**config.mk**
```make
export PLATFORM = sky130hd
export DESIGN_NAME = dsa_indicator
export DESIGN_NICKNAME = d
export VERILOG_FILES = /design/src/logic/dsa_pkg.sv /design/src/logic/dsa_indicator.sv
export SDC_FILE = /design/constraint.sdc
export NUM_CORES = 1
export LEC_CHECK = 0
export ABC_AREA = 1
export BUFFER_PORTS_ARGS = -buffer_cell sky130_fd_sc_hd__buf_4
export CORE_ASPECT_RATIO = 1.5
export CORE_MARGIN = 2
export CORE_UTILIZATION = 45
export DETAILED_ROUTE_END_ITERATION = 10
export MAX_ROUTING_LAYER = met4
export SKIP_LAST_GASP = 1
export SYNTH_ARGS = -nofsm -noshare
export SYNTH_HDL_FRONTEND = slang
export SYNTH_SLANG_ARGS = --single-unit
```
**constraint.sdc**
```tcl
create_clock -name clock -period 2.7 [get_ports clock]
set_input_delay 0 -clock clock [delete_from_list [all_inputs] [get_ports clock]]
set_output_delay 0 -clock clock [all_outputs]
set_load 0.1 [all_outputs]
```
**src/logic/dsa_pkg.sv**
```systemverilog
// constants, register map and state carrier of the drive status indicator
// assumes a 100 MHz clock and an Avalon-MM master with byte addressing
//
// Overview of operation
// drive disabled: green blinks, red dark.
// enabled, no serial traffic: green steady, red dark.
// enabled with serial traffic: green steady, red blinks.
// motor moving: green and red both steady on.
// in-position deviation: green and red flash alternately, never together.
// alarm latched: red flashes bursts, pulse count equals alarm code.
// overcurrent detector trip raises alarm 1.
// measured speed above speed limit raises alarm 2.
// running with position error above tracking limit raises alarm 3.
// overload held over five seconds raises alarm 4; timer restarts on clear.
// over-temperature detector raises alarm 5.
// regeneration detector over voltage raises alarm 6.
// powered with no motor cable raises alarm 7.
// encoder cable fault raises alarm 8.
// position error after a completed move raises alarm 10.
// error during tuning raises alarm 12.
// stopped with position error above overflow limit raises alarm 15.
// limits come from writable registers, defaulting until overwritten.
// a longer dark gap separates consecutive alarm bursts.
`default_nettype none

package dsa_pkg;

   localparam int CLK_MHZ = 100;

   // register byte addresses
   localparam logic [7:0] ADDR_CTRL     = 8'h00;
   localparam logic [7:0] ADDR_TRK_LIM  = 8'h04;
   localparam logic [7:0] ADDR_OVF_LIM  = 8'h08;
   localparam logic [7:0] ADDR_INP_LIM  = 8'h0C;
   localparam logic [7:0] ADDR_SPD_LIM  = 8'h10;
   localparam logic [7:0] ADDR_STATUS   = 8'h14;
   localparam logic [7:0] ADDR_IRQ_STS  = 8'h18;
   localparam logic [7:0] ADDR_IRQ_CLR  = 8'h1C;
   localparam logic [7:0] ADDR_IRQ_EN   = 8'h20;

   // fields
   localparam int CTRL_CLR_BIT  = 0;
   localparam int IRQ_RAISE_BIT = 0;
   localparam int IRQ_CLEAR_BIT = 1;
   localparam int IRQ_W         = 2;

   // reset values; limits in degrees, speed in rpm
   localparam logic [15:0] TRK_LIM_RST = 16'h005A;
   localparam logic [15:0] OVF_LIM_RST = 16'h005A;
   localparam logic [15:0] INP_LIM_RST = 16'h000A;
   localparam logic [15:0] SPD_LIM_RST = 16'h0BB8;

   // alarm codes shown as burst lengths
   localparam logic [3:0] AL_NONE = 4'h0;
   localparam logic [3:0] AL_OCUR = 4'h1;
   localparam logic [3:0] AL_OSPD = 4'h2;
   localparam logic [3:0] AL_TRK  = 4'h3;
   localparam logic [3:0] AL_OVL  = 4'h4;
   localparam logic [3:0] AL_OTMP = 4'h5;
   localparam logic [3:0] AL_REGN = 4'h6;
   localparam logic [3:0] AL_MOT  = 4'h7;
   localparam logic [3:0] AL_ENC  = 4'h8;
   localparam logic [3:0] AL_INP  = 4'hA;
   localparam logic [3:0] AL_TUNE = 4'hC;
   localparam logic [3:0] AL_OVF  = 4'hF;

   // timing
   localparam int OVERLOAD_TIME_MS = 5000;
   localparam int OVERLOAD_CYCLES  = OVERLOAD_TIME_MS * 1000 * CLK_MHZ;
   localparam int BLINK_TIME_MS    = 250;
   localparam int BLINK_CYCLES     = BLINK_TIME_MS * 1000 * CLK_MHZ;
   localparam logic [5:0] GAP_STEPS = 6'h06;

   typedef struct packed {
      logic        waitrequest;
      logic [31:0] readdata;
      logic [15:0] trk_lim;
      logic [15:0] ovf_lim;
      logic [15:0] inp_lim;
      logic [15:0] spd_lim;
      logic [3:0]  alarm;
      logic [31:0] ovl_cnt;
      logic [31:0] tick_cnt;
      logic [5:0]  step;
      logic        phase;
      logic        led_green;
      logic        led_red;
      logic [IRQ_W-1:0] irq_sts;
      logic [IRQ_W-1:0] irq_en;
      logic        irq;
   } dsa_state_type;

   typedef struct packed {
      logic        enabled;
      logic        comm_active;
      logic        moving;
      logic        move_done;
      logic        overcurrent;
      logic        overload;
      logic        overtemp;
      logic        regen_over;
      logic        motor_absent;
      logic        encoder_fault;
      logic        tuning_error;
   } dsa_drive_type;

endpackage

`default_nettype wire

```
**src/logic/dsa_indicator.sv**
```systemverilog
// drive status and alarm indicator with Avalon-MM register slave
// assumes drive status levels synchronous to clock; one clock domain
//
// Decided for this implementation: the address map and the Avalon-MM register port.
`timescale 1ns/100ps
`default_nettype none

module dsa_indicator #(
   parameter int OVERLOAD_CYCLES = dsa_pkg::OVERLOAD_CYCLES,
   parameter int BLINK_CYCLES    = dsa_pkg::BLINK_CYCLES
) (
   input  wire logic                  clock,
   input  wire logic                  reset,
   input  wire logic [7:0]            address,
   input  wire logic                  read,
   input  wire logic                  write,
   input  wire logic [31:0]           writedata,
   input  wire logic [3:0]            byteenable,
   output var  logic [31:0]           readdata,
   output var  logic                  waitrequest,
   input  wire dsa_pkg::dsa_drive_type drive,
   input  wire logic [15:0]           speed_rpm,
   input  wire logic [15:0]           pos_err,
   output var  logic                  led_green,
   output var  logic                  led_red,
   output var  logic                  irq
);

   if (OVERLOAD_CYCLES < 2 || BLINK_CYCLES < 2)
   begin : g_chk
      $error("dsa_indicator: timing parameters must be at least 2");
   end

   localparam logic [31:0] OVL_LAST   = 32'(OVERLOAD_CYCLES - 1);
   localparam logic [31:0] BLINK_LAST = 32'(BLINK_CYCLES - 1);

   typedef enum {
      SHOW_DISABLED,
      SHOW_ENABLED,
      SHOW_COMM,
      SHOW_MOVING,
      SHOW_DEVIATION,
      SHOW_ALARM
   } dsa_show_type;

   dsa_pkg::dsa_state_type s_r;
   dsa_pkg::dsa_state_type s_nxt;
   dsa_show_type           show;

   function automatic logic [15:0] merge16(
      input logic [15:0] old,
      input logic [31:0] wd,
      input logic [3:0]  be
   );
      logic [15:0] res;
      res = old;
      if (be[0])
      begin
         res[7:0] = wd[7:0];
      end
      if (be[1])
      begin
         res[15:8] = wd[15:8];
      end
      return res;
   endfunction

   // lowest code wins when several trip in the same cycle
   function automatic logic [3:0] detect(
      input dsa_pkg::dsa_drive_type d,
      input logic [15:0] spd,
      input logic [15:0] perr,
      input logic        ovl_done,
      input logic [15:0] spd_lim,
      input logic [15:0] trk_lim,
      input logic [15:0] inp_lim,
      input logic [15:0] ovf_lim
   );
      logic [3:0] c;
      c = dsa_pkg::AL_NONE;
      if (d.overcurrent)
      begin
         c = dsa_pkg::AL_OCUR;
      end
      else if (spd > spd_lim)
      begin
         c = dsa_pkg::AL_OSPD;
      end
      else if (d.moving && perr > trk_lim)
      begin
         c = dsa_pkg::AL_TRK;
      end
      else if (ovl_done)
      begin
         c = dsa_pkg::AL_OVL;
      end
      else if (d.overtemp)
      begin
         c = dsa_pkg::AL_OTMP;
      end
      else if (d.regen_over)
      begin
         c = dsa_pkg::AL_REGN;
      end
      else if (d.motor_absent)
      begin
         c = dsa_pkg::AL_MOT;
      end
      else if (d.encoder_fault)
      begin
         c = dsa_pkg::AL_ENC;
      end
      else if (d.move_done && !d.moving && perr > inp_lim)
      begin
         c = dsa_pkg::AL_INP;
      end
      else if (d.tuning_error)
      begin
         c = dsa_pkg::AL_TUNE;
      end
      else if (!d.moving && perr > ovf_lim)
      begin
         c = dsa_pkg::AL_OVF;
      end
      return c;
   endfunction

   // display mode; an alarm masks every drive state
   always_comb
   begin
      if (s_r.alarm != dsa_pkg::AL_NONE)
      begin
         show = SHOW_ALARM;
      end
      else if (!drive.enabled)
      begin
         show = SHOW_DISABLED;
      end
      else if (drive.moving)
      begin
         show = SHOW_MOVING;
      end
      else if (drive.move_done && pos_err != 16'h0000)
      begin
         show = SHOW_DEVIATION;
      end
      else if (drive.comm_active)
      begin
         show = SHOW_COMM;
      end
      else
      begin
         show = SHOW_ENABLED;
      end
   end

   always_comb
   begin
      logic        take;
      logic        hit;
      logic        tick;
      logic        ovl_done;
      logic [3:0]  code;
      logic [5:0]  burst_end;
      logic [dsa_pkg::IRQ_W-1:0] ev;
      logic [dsa_pkg::IRQ_W-1:0] clr;
      take      = 1'b0;
      hit       = 1'b0;
      tick      = 1'b0;
      ovl_done  = 1'b0;
      code      = dsa_pkg::AL_NONE;
      burst_end = 6'h00;
      ev        = '0;
      clr       = '0;
      s_nxt     = s_r;

      // one-cycle waitrequest low per request; read data latched on first cycle, write taken while waitrequest is low
      take = (read || write) && !s_r.waitrequest;
      s_nxt.waitrequest = !((read || write) && s_r.waitrequest);
      if (read && s_r.waitrequest)
      begin
         unique case (address)
            dsa_pkg::ADDR_TRK_LIM: s_nxt.readdata = {16'h0000, s_r.trk_lim};
            dsa_pkg::ADDR_OVF_LIM: s_nxt.readdata = {16'h0000, s_r.ovf_lim};
            dsa_pkg::ADDR_INP_LIM: s_nxt.readdata = {16'h0000, s_r.inp_lim};
            dsa_pkg::ADDR_SPD_LIM: s_nxt.readdata = {16'h0000, s_r.spd_lim};
            dsa_pkg::ADDR_STATUS:
               s_nxt.readdata = {26'h0000000, s_r.led_red, s_r.led_green, s_r.alarm};
            dsa_pkg::ADDR_IRQ_STS: s_nxt.readdata = {30'h00000000, s_r.irq_sts};
            dsa_pkg::ADDR_IRQ_EN:  s_nxt.readdata = {30'h00000000, s_r.irq_en};
            default:               s_nxt.readdata = 32'h00000000;
         endcase
      end

      if (write && take)
      begin
         unique case (address)
            dsa_pkg::ADDR_TRK_LIM:
               s_nxt.trk_lim = merge16(s_r.trk_lim, writedata, byteenable);
            dsa_pkg::ADDR_OVF_LIM:
               s_nxt.ovf_lim = merge16(s_r.ovf_lim, writedata, byteenable);
            dsa_pkg::ADDR_INP_LIM:
               s_nxt.inp_lim = merge16(s_r.inp_lim, writedata, byteenable);
            dsa_pkg::ADDR_SPD_LIM:
               s_nxt.spd_lim = merge16(s_r.spd_lim, writedata, byteenable);
            dsa_pkg::ADDR_IRQ_CLR:
               clr = byteenable[0] ? writedata[dsa_pkg::IRQ_W-1:0] : '0;
            dsa_pkg::ADDR_IRQ_EN:
               if (byteenable[0])
               begin
                  s_nxt.irq_en = writedata[dsa_pkg::IRQ_W-1:0];
               end
            default: ;
         endcase
      end

      // overload timer restarts whenever the condition drops
      if (!drive.overload)
      begin
         s_nxt.ovl_cnt = 32'h00000000;
      end
      else if (s_r.ovl_cnt != OVL_LAST)
      begin
         s_nxt.ovl_cnt = s_r.ovl_cnt + 32'h00000001;
      end
      ovl_done = drive.overload && s_r.ovl_cnt == OVL_LAST;

      // alarm latches until software clears it; a trip seen while latched is ignored and the clear still applies
      code = detect(drive, speed_rpm, pos_err, ovl_done, s_r.spd_lim,
                    s_r.trk_lim, s_r.inp_lim, s_r.ovf_lim);
      hit  = s_r.alarm == dsa_pkg::AL_NONE && code != dsa_pkg::AL_NONE;
      if (hit)
      begin
         s_nxt.alarm = code;
         ev[dsa_pkg::IRQ_RAISE_BIT] = 1'b1;
      end
      else if (write && take && address == dsa_pkg::ADDR_CTRL && byteenable[0]
               && writedata[dsa_pkg::CTRL_CLR_BIT] && s_r.alarm != dsa_pkg::AL_NONE)
      begin
         s_nxt.alarm = dsa_pkg::AL_NONE;
         ev[dsa_pkg::IRQ_CLEAR_BIT] = 1'b1;
      end

      // set beats clear on the sticky bits
      s_nxt.irq_sts = (s_r.irq_sts & ~clr) | ev;
      s_nxt.irq     = |(s_nxt.irq_sts & s_nxt.irq_en);

      // blink timebase: one step per half period
      tick = s_r.tick_cnt == BLINK_LAST;
      s_nxt.tick_cnt = tick ? 32'h00000000 : s_r.tick_cnt + 32'h00000001;
      if (tick)
      begin
         s_nxt.phase = !s_r.phase;
      end

      // burst: 2*code half steps then a dark gap, so bursts stay countable
      burst_end = {1'b0, s_r.alarm, 1'b0} + dsa_pkg::GAP_STEPS;
      if (show != SHOW_ALARM)
      begin
         s_nxt.step = 6'h00;
      end
      else if (tick)
      begin
         s_nxt.step = (s_r.step + 6'h01 >= burst_end) ? 6'h00 : s_r.step + 6'h01;
      end

      unique case (show)
         SHOW_DISABLED:
         begin
            s_nxt.led_green = s_r.phase;
            s_nxt.led_red   = 1'b0;
         end
         SHOW_ENABLED:
         begin
            s_nxt.led_green = 1'b1;
            s_nxt.led_red   = 1'b0;
         end
         SHOW_COMM:
         begin
            s_nxt.led_green = 1'b1;
            s_nxt.led_red   = s_r.phase;
         end
         SHOW_MOVING:
         begin
            s_nxt.led_green = 1'b1;
            s_nxt.led_red   = 1'b1;
         end
         SHOW_DEVIATION:
         begin
            s_nxt.led_green = s_r.phase;
            s_nxt.led_red   = !s_r.phase;
         end
         SHOW_ALARM:
         begin
            s_nxt.led_green = 1'b0;
            s_nxt.led_red   = s_r.step < {1'b0, s_r.alarm, 1'b0}
                              && !s_r.step[0];
         end
      endcase
   end

   always_ff @(posedge clock)
   begin
      if (reset)
      begin
         s_r             <= '0;
         s_r.waitrequest <= 1'b1;
         s_r.trk_lim     <= dsa_pkg::TRK_LIM_RST;
         s_r.ovf_lim     <= dsa_pkg::OVF_LIM_RST;
         s_r.inp_lim     <= dsa_pkg::INP_LIM_RST;
         s_r.spd_lim     <= dsa_pkg::SPD_LIM_RST;
      end
      else
      begin
         s_r <= s_nxt;
      end
   end

   assign readdata    = s_r.readdata;
   assign waitrequest = s_r.waitrequest;
   assign led_green   = s_r.led_green;
   assign led_red     = s_r.led_red;
   assign irq         = s_r.irq;

endmodule

`default_nettype wire

```
Yosys cells after proc, flatten, opt, wreduce, memory -nomap -nowiden. Index checks and enable logic that the tools add are counted.

Add/subtract/negate cells: 4. Magnitude comparators: 6. Eq/ne operators: 17. Mux-type cells: 30. Bitwise gates (word level): 5. Reduce and logical (&&, ||, !) cells: 41.

Operator list (count): 16-bit case mux with 7 select lines (1); 32-bit by 1-bit adder with 32-bit output (second input constant) (2); 32-bit by 2-bit == test with 1-bit output (second input constant) (2); 32-bit by 3-bit == test with 1-bit output (second input constant) (2); 16-bit > comparator (4); 4-bit 2-to-1 mux (13); 32-bit by 1-bit == test with 1-bit output (second input constant) (1); 32-bit by 25-bit == test with 1-bit output (second input constant) (1); 32-bit by 29-bit == test with 1-bit output (second input constant) (1); 8-bit by 5-bit == test with 1-bit output (second input constant) (4); 32-bit logical NOT (1); 32-bit by 29-bit != test with 1-bit output (second input constant) (1); 32-bit by 4-bit != test with 1-bit output (second input constant) (1); 3-bit AND reduction (8); 8-bit by 4-bit == test with 1-bit output (second input constant) (2); 1-bit logical AND (16); 16-bit nonzero test (1); 2-bit 2-to-1 mux (7); 3-bit 2-to-1 mux (4); 2-bit case mux with 6 select lines (1); 8-bit by 3-bit == test with 1-bit output (second input constant) (1); 8-bit by 6-bit == test with 1-bit output (second input constant) (1); 8-bit logical NOT (1); 4-bit nonzero test (2); other kinds (15) (25).

Register bits after elaboration: 179. Input port bits: 91. Output and inout bits: 36. Logic and storage cells: 123.

Longest topological paths before layout.
Depth in word-level cells: 19. Depth in mapped cells: 24. Depth with buffers taken out: 24.

Least setup slack after synthesis. Ideal clock, no wire load.

Kind: register to register. Start point: register s_r[113] (netlist bit). End point: register s_r[78] (netlist bit). Setup time: 0.132 ns. Arrival time: 2.002 ns. Data required time: 2.568 ns. Setup slack: 0.566 ns. Cell stages (with the launch flop): 17. Path buffers: 0. Period minus slack after synthesis: 2.134 ns. Cells stage by stage: dfxtp_1 -> inv_1 -> ha_1 -> nand4_1 -> nor3_1 -> a21oi_1 -> nand2_1 -> nand2_1 -> or2_2 -> nand2_1 -> nand2_1 -> nand2_1 -> nor2_1 -> nand3_1 -> nand2_1 -> nand3_1 -> a21oi_1.

Longest elaborated chain between the ends: 14. Elaborated cells on any way between the ends: 15. Those cells by class: order compare: 1; mux: 10; reduce/logical: 4.

RTL lines: from (decl) (RTL line dsa_indicator.sv:46) `dsa_pkg::dsa_state_type s_r;`; from (signal assigned) (RTL line dsa_indicator.sv:315) `s_r <= s_nxt;`; 16-bit > comparator * (RTL line dsa_indicator.sv:113) `else if (d.move_done && !d.moving && perr > inp_lim)`; 1-bit logical AND * (RTL line dsa_indicator.sv:113); 4-bit 2-to-1 mux * (RTL line dsa_indicator.sv:113); 4-bit 2-to-1 mux * (RTL line dsa_indicator.sv:109) `else if (d.encoder_fault)`; 4-bit 2-to-1 mux * (RTL line dsa_indicator.sv:105) `else if (d.motor_absent)`; 4-bit 2-to-1 mux * (RTL line dsa_indicator.sv:101) `else if (d.regen_over)`; 4-bit 2-to-1 mux * (RTL line dsa_indicator.sv:97) `else if (d.overtemp)`; 4-bit 2-to-1 mux * (RTL line dsa_indicator.sv:93) `else if (ovl_done)`; 4-bit 2-to-1 mux * (RTL line dsa_indicator.sv:89) `else if (d.moving && perr > trk_lim)`; 4-bit 2-to-1 mux * (RTL line dsa_indicator.sv:85) `else if (spd > spd_lim)`; 4-bit 2-to-1 mux * (RTL line dsa_indicator.sv:81) `if (d.overcurrent)`; 4-bit nonzero test (RTL line dsa_indicator.sv:231) `hit = s_r.alarm == dsa_pkg::AL_NONE && code != dsa_pkg::AL_NONE;`; 1-bit logical AND (RTL line dsa_indicator.sv:231); 4-bit 2-to-1 mux / 2-bit nonzero test (equally long branches).

Mark *: on every way between the ends. The rest lies on a longest branch, timed or not. A chain may end at the register's enable or synchronous reset.

Worst setup path after layout.
Start point: register s_r[103] (netlist bit). End point: register s_r[79] (netlist bit).

The elaborated chain is that of the path after synthesis.

==> flow_summary.yaml <==
global_route:
  grt_max_degree: 65
  antenna_found_initial: 0
  grt_use_total_pct: 25.0
  grt_pass1_vias: 8647
  grt_pass1_wl_um: 42600
  grt.overflow.total: 0
timing:
  hold_ws_ns: 0.0348
  slew_headroom_pct: 55.1
  report.final.slew_viol_count: 0
  setup_viol: 0
  min_period_over_period_pct: 88.5
  fin_setup_tns_ns: 0
  fin_crit_ns: 2.39
  finalHoldViolCount: 0
  fin_worst_skew_ns: 0.00772
  rsz0062_at_grt: "false"
  max_freq_ghz: 0.418
  tightest_slew_ns: 0.672
synthesis:
  ys_warn_count: 0
  synth_edf_count: 0
  syn_inst: 1363
  synth_seq_cells: 163
  synth_area_um2: 9590
  synth_flop_cell: "dfxtp_1"
  yosysTopAreaCellShare_pct: 34.0
  ys_async_sr_fraction_pct: 0
  synth_top_area_cell: "dfxtp_1"
  ys_seq_area_share_pct: 34.0
  ys_top_cells_by_area: "dfxtp_1 (34%), ha_1 (9.9%), nand2_1 (8.9%), inv_1 (8.4%), a21oi_1 (8.3%)"
  synthDistinctLibCells: 46
  avgSynthCellArea_um2: 7.03
power_and_ir_drop:
  p_int_mw: 3.98
  p_sw_mw: 1.52
  p_leak_nw: 4.61
  comb_power_share_pct: 11.8
  p_sw_share_pct: 27.7
  p_clk_share_pct: 43.8
  ir_drop_uv: 430
  power-per-cell-area_nw_per_um2: 489
  p_seq_share_pct: 44.3
placement:
  dp_hpwl_um: 20900
  gp_congestion: 0.881
  io_buffer_count: 92
floorplan:
  die_h_um: 183
  fp-row-count: 65
  io-pin-count: 127
  start_util_pct: 45.7
  core_um2: 21000
  die-area_um2: 22500
  die_w_um: 123
outcome:
  outcome: "completed"
worst_setup_path:
  worst-setup-path-type: "reg -> reg"
  cp.required_ns: 3.01
  setup.worst_path.start_class: "flop"
  worst-path-max-fanout: 5
  end_kind: "flop"
  crit-reg2reg-launch: "s_r[103]"
  arrival_ns: 2.70
  crit_start: "s_r[103]"
cts:
  numCtsBuffers: 17
  clkLatencyLatePin_ns: 0.44
  clkSlewWorstSetupHoldPaths_ns: 0.07
  h-tree-depth: 4
  clock_sinks: 163
  cts_root_buffer: "clkbuf_16"
  cts.path.max_buffers: 2
  cts_tree: "built"
route:
  routedWlPerCell_um: 15.2
  dr.pass1.iters: 6
  num_vias: 9114
  drc_errors: 0
  final_antenna_net_count: 0
  drtIter0Drc: 381
  via_per_inst: 5.21
  drt_wl_total_um: 26500
finish:
  fillers: 2157
  n_antenna_cell: 0
  synthToLayoutAreaGrowth_pct: 17.4
  drive_gt1_share_pct: 11.3
  fin_nets: 1636
worst_hold_path:
  holdCritStartpoint: "drive[7]"
  holdCritPathClass: "in -> reg"
run:
  drv_cap: 0
## final timing paths
kind / endpoint / slack (ns) / depth (start not counted)
min: led_red / 0.03 / 5
max reg2reg: s_r[79] / 0.31 / 19
max: s_r[79] / 0.31 / 19
min reg2reg: s_r[14] / 0.45 / 1
## kinds of logic (layout without fill, tap and decap cells)
logic type               after synthesis  count (layout)  synth area share [%]
other                                  1              16                0.0391
XOR/XNOR                              11              11                  1.01
AND/OR/NAND/NOR                      512             512                  24.3
buffers and inverters                275             379                  12.0
flip-flops                           163             163                  34.0
AO/OA/AOI/OAI                        325             325                  18.6
adder cells (fa/ha/maj)               76              76                  9.92
## metrics by stage
step / cells / util, % / worst slack [ns] / power (mW) / cell area [µm²]
after floorplan: 1378 / - / 0.566 / 2.91 / 9640
after global placement: 1696 / 49.8 / 0.236 / 3.12 / 10400
after detailed placement: 1696 / 49.8 / 0.182 / 3.12 / 10400
after CTS: 1750 / 53.6 / 0.169 / 5.55 / 11200
after global routing: 1750 / 53.6 / 0.00112 / 5.72 / 11300
final: 1750 / 53.6 / 0.310 / 5.50 / 11300
## final cells by class
class | count | area, µm² | share of cell area [%]
Clock inverter | 13 | 126 | 1.12
Timing Repair Buffer | 130 | 1030 | 9.16
Tap cell | 268 | 335 | 2.98
Sequential cell | 163 | 3260 | 29.0
Multi-Input combinational cell | 940 | 5230 | 46.5
Clock buffer | 19 | 453 | 4.02
Inverter | 217 | 815 | 7.24
## cell usage after synthesis (all sizes together), types with 2 or more instances
master	number
nand2	231
inv	216
dfxtp	163
a21oi	159
nor2	121
o21ai	95
ha	76
nor3	48
nand3	44
buf	36
nand4	36
clkbuf	22
nor4	21
o22ai	19
o211ai	17
o21a	10
xor2	9
o221ai	6
o31ai	6
o21bai	5
a31oi	3
nand3b	3
nor3b	3
or2	3
a21o	2
and3	2
xnor2	2
## cell usage in the layout, fill, tap and decap left out, types with 3 or more instances in the layout
cell type,n
clkinv_4,6
conb_1,16
dlygate4sd3_1,22
o21ai_0,94
clkinv_2,3
nand3_1,43
xor2_1,9
clkbuf_16,17
inv_1,215
nand2_1,225
o211ai_1,17
nor2_2,6
ha_1,76
a21oi_1,159
o22ai_1,19
o221ai_1,6
nand4_1,35
nor4_1,19
nand3b_1,3
nand2_2,6
buf_4,108
nor3_1,43
nor3_2,4
dfxtp_1,163
o21bai_1,5
o21a_1,10
o31ai_1,6
a31oi_1,3
nor2_1,113
or2_2,3
## repair_timing
item / in CTS / in global routing
hold buffers: 22 / 0
endpoints found under the setup margin: 0 / 5
buffers inserted: 0 / 0
hold endpoints to repair: 87 / 0
resized for setup: 0 / 2
## routing by layer
metal	vias to the layer above	track usage (%)	part of all wire, %
li1	4732	-	-
met1	4177	27.1	40
met2	151	44.0	53
met3	54	4.57	3.5
met4	0	10.9	3.6
met5	-	-	0
## state kept, by name, indices dropped and copies added (netlist names)
signal and flops:
s_r 143, readdata 16, irq 1, led_green 1
led_red 1, waitrequest 1
## critical path, stage by stage (launching register included)
cell and delay, ns:
dfxtp_1 0.31, inv_1 0.07, ha_1 0.29, a21oi_1 0.17, nor2_1 0.06, nor2_1 0.08, nand2_1 0.07, nand2_1 0.05
nand2_1 0.04, nand2_1 0.11, nand2_1 0.08, or2_2 0.29, nand2_1 0.08, nand2_1 0.05, nand2_1 0.05, nor2_1 0.04
nand3_1 0.12, nand2_2 0.12, nand3_1 0.09, a21oi_1 0.08
## power groups by stage
stage,Sequential [mW],Clock (mW),Combinational [mW]
after floorplan,2.52,0,0.386
after global placement,2.49,0,0.622
after detailed placement,2.49,0,0.627
after CTS,2.44,2.45,0.654
after global routing,2.44,2.56,0.724
final,2.44,2.41,0.652
No activity file was read; power rests on OpenSTA's default activity.
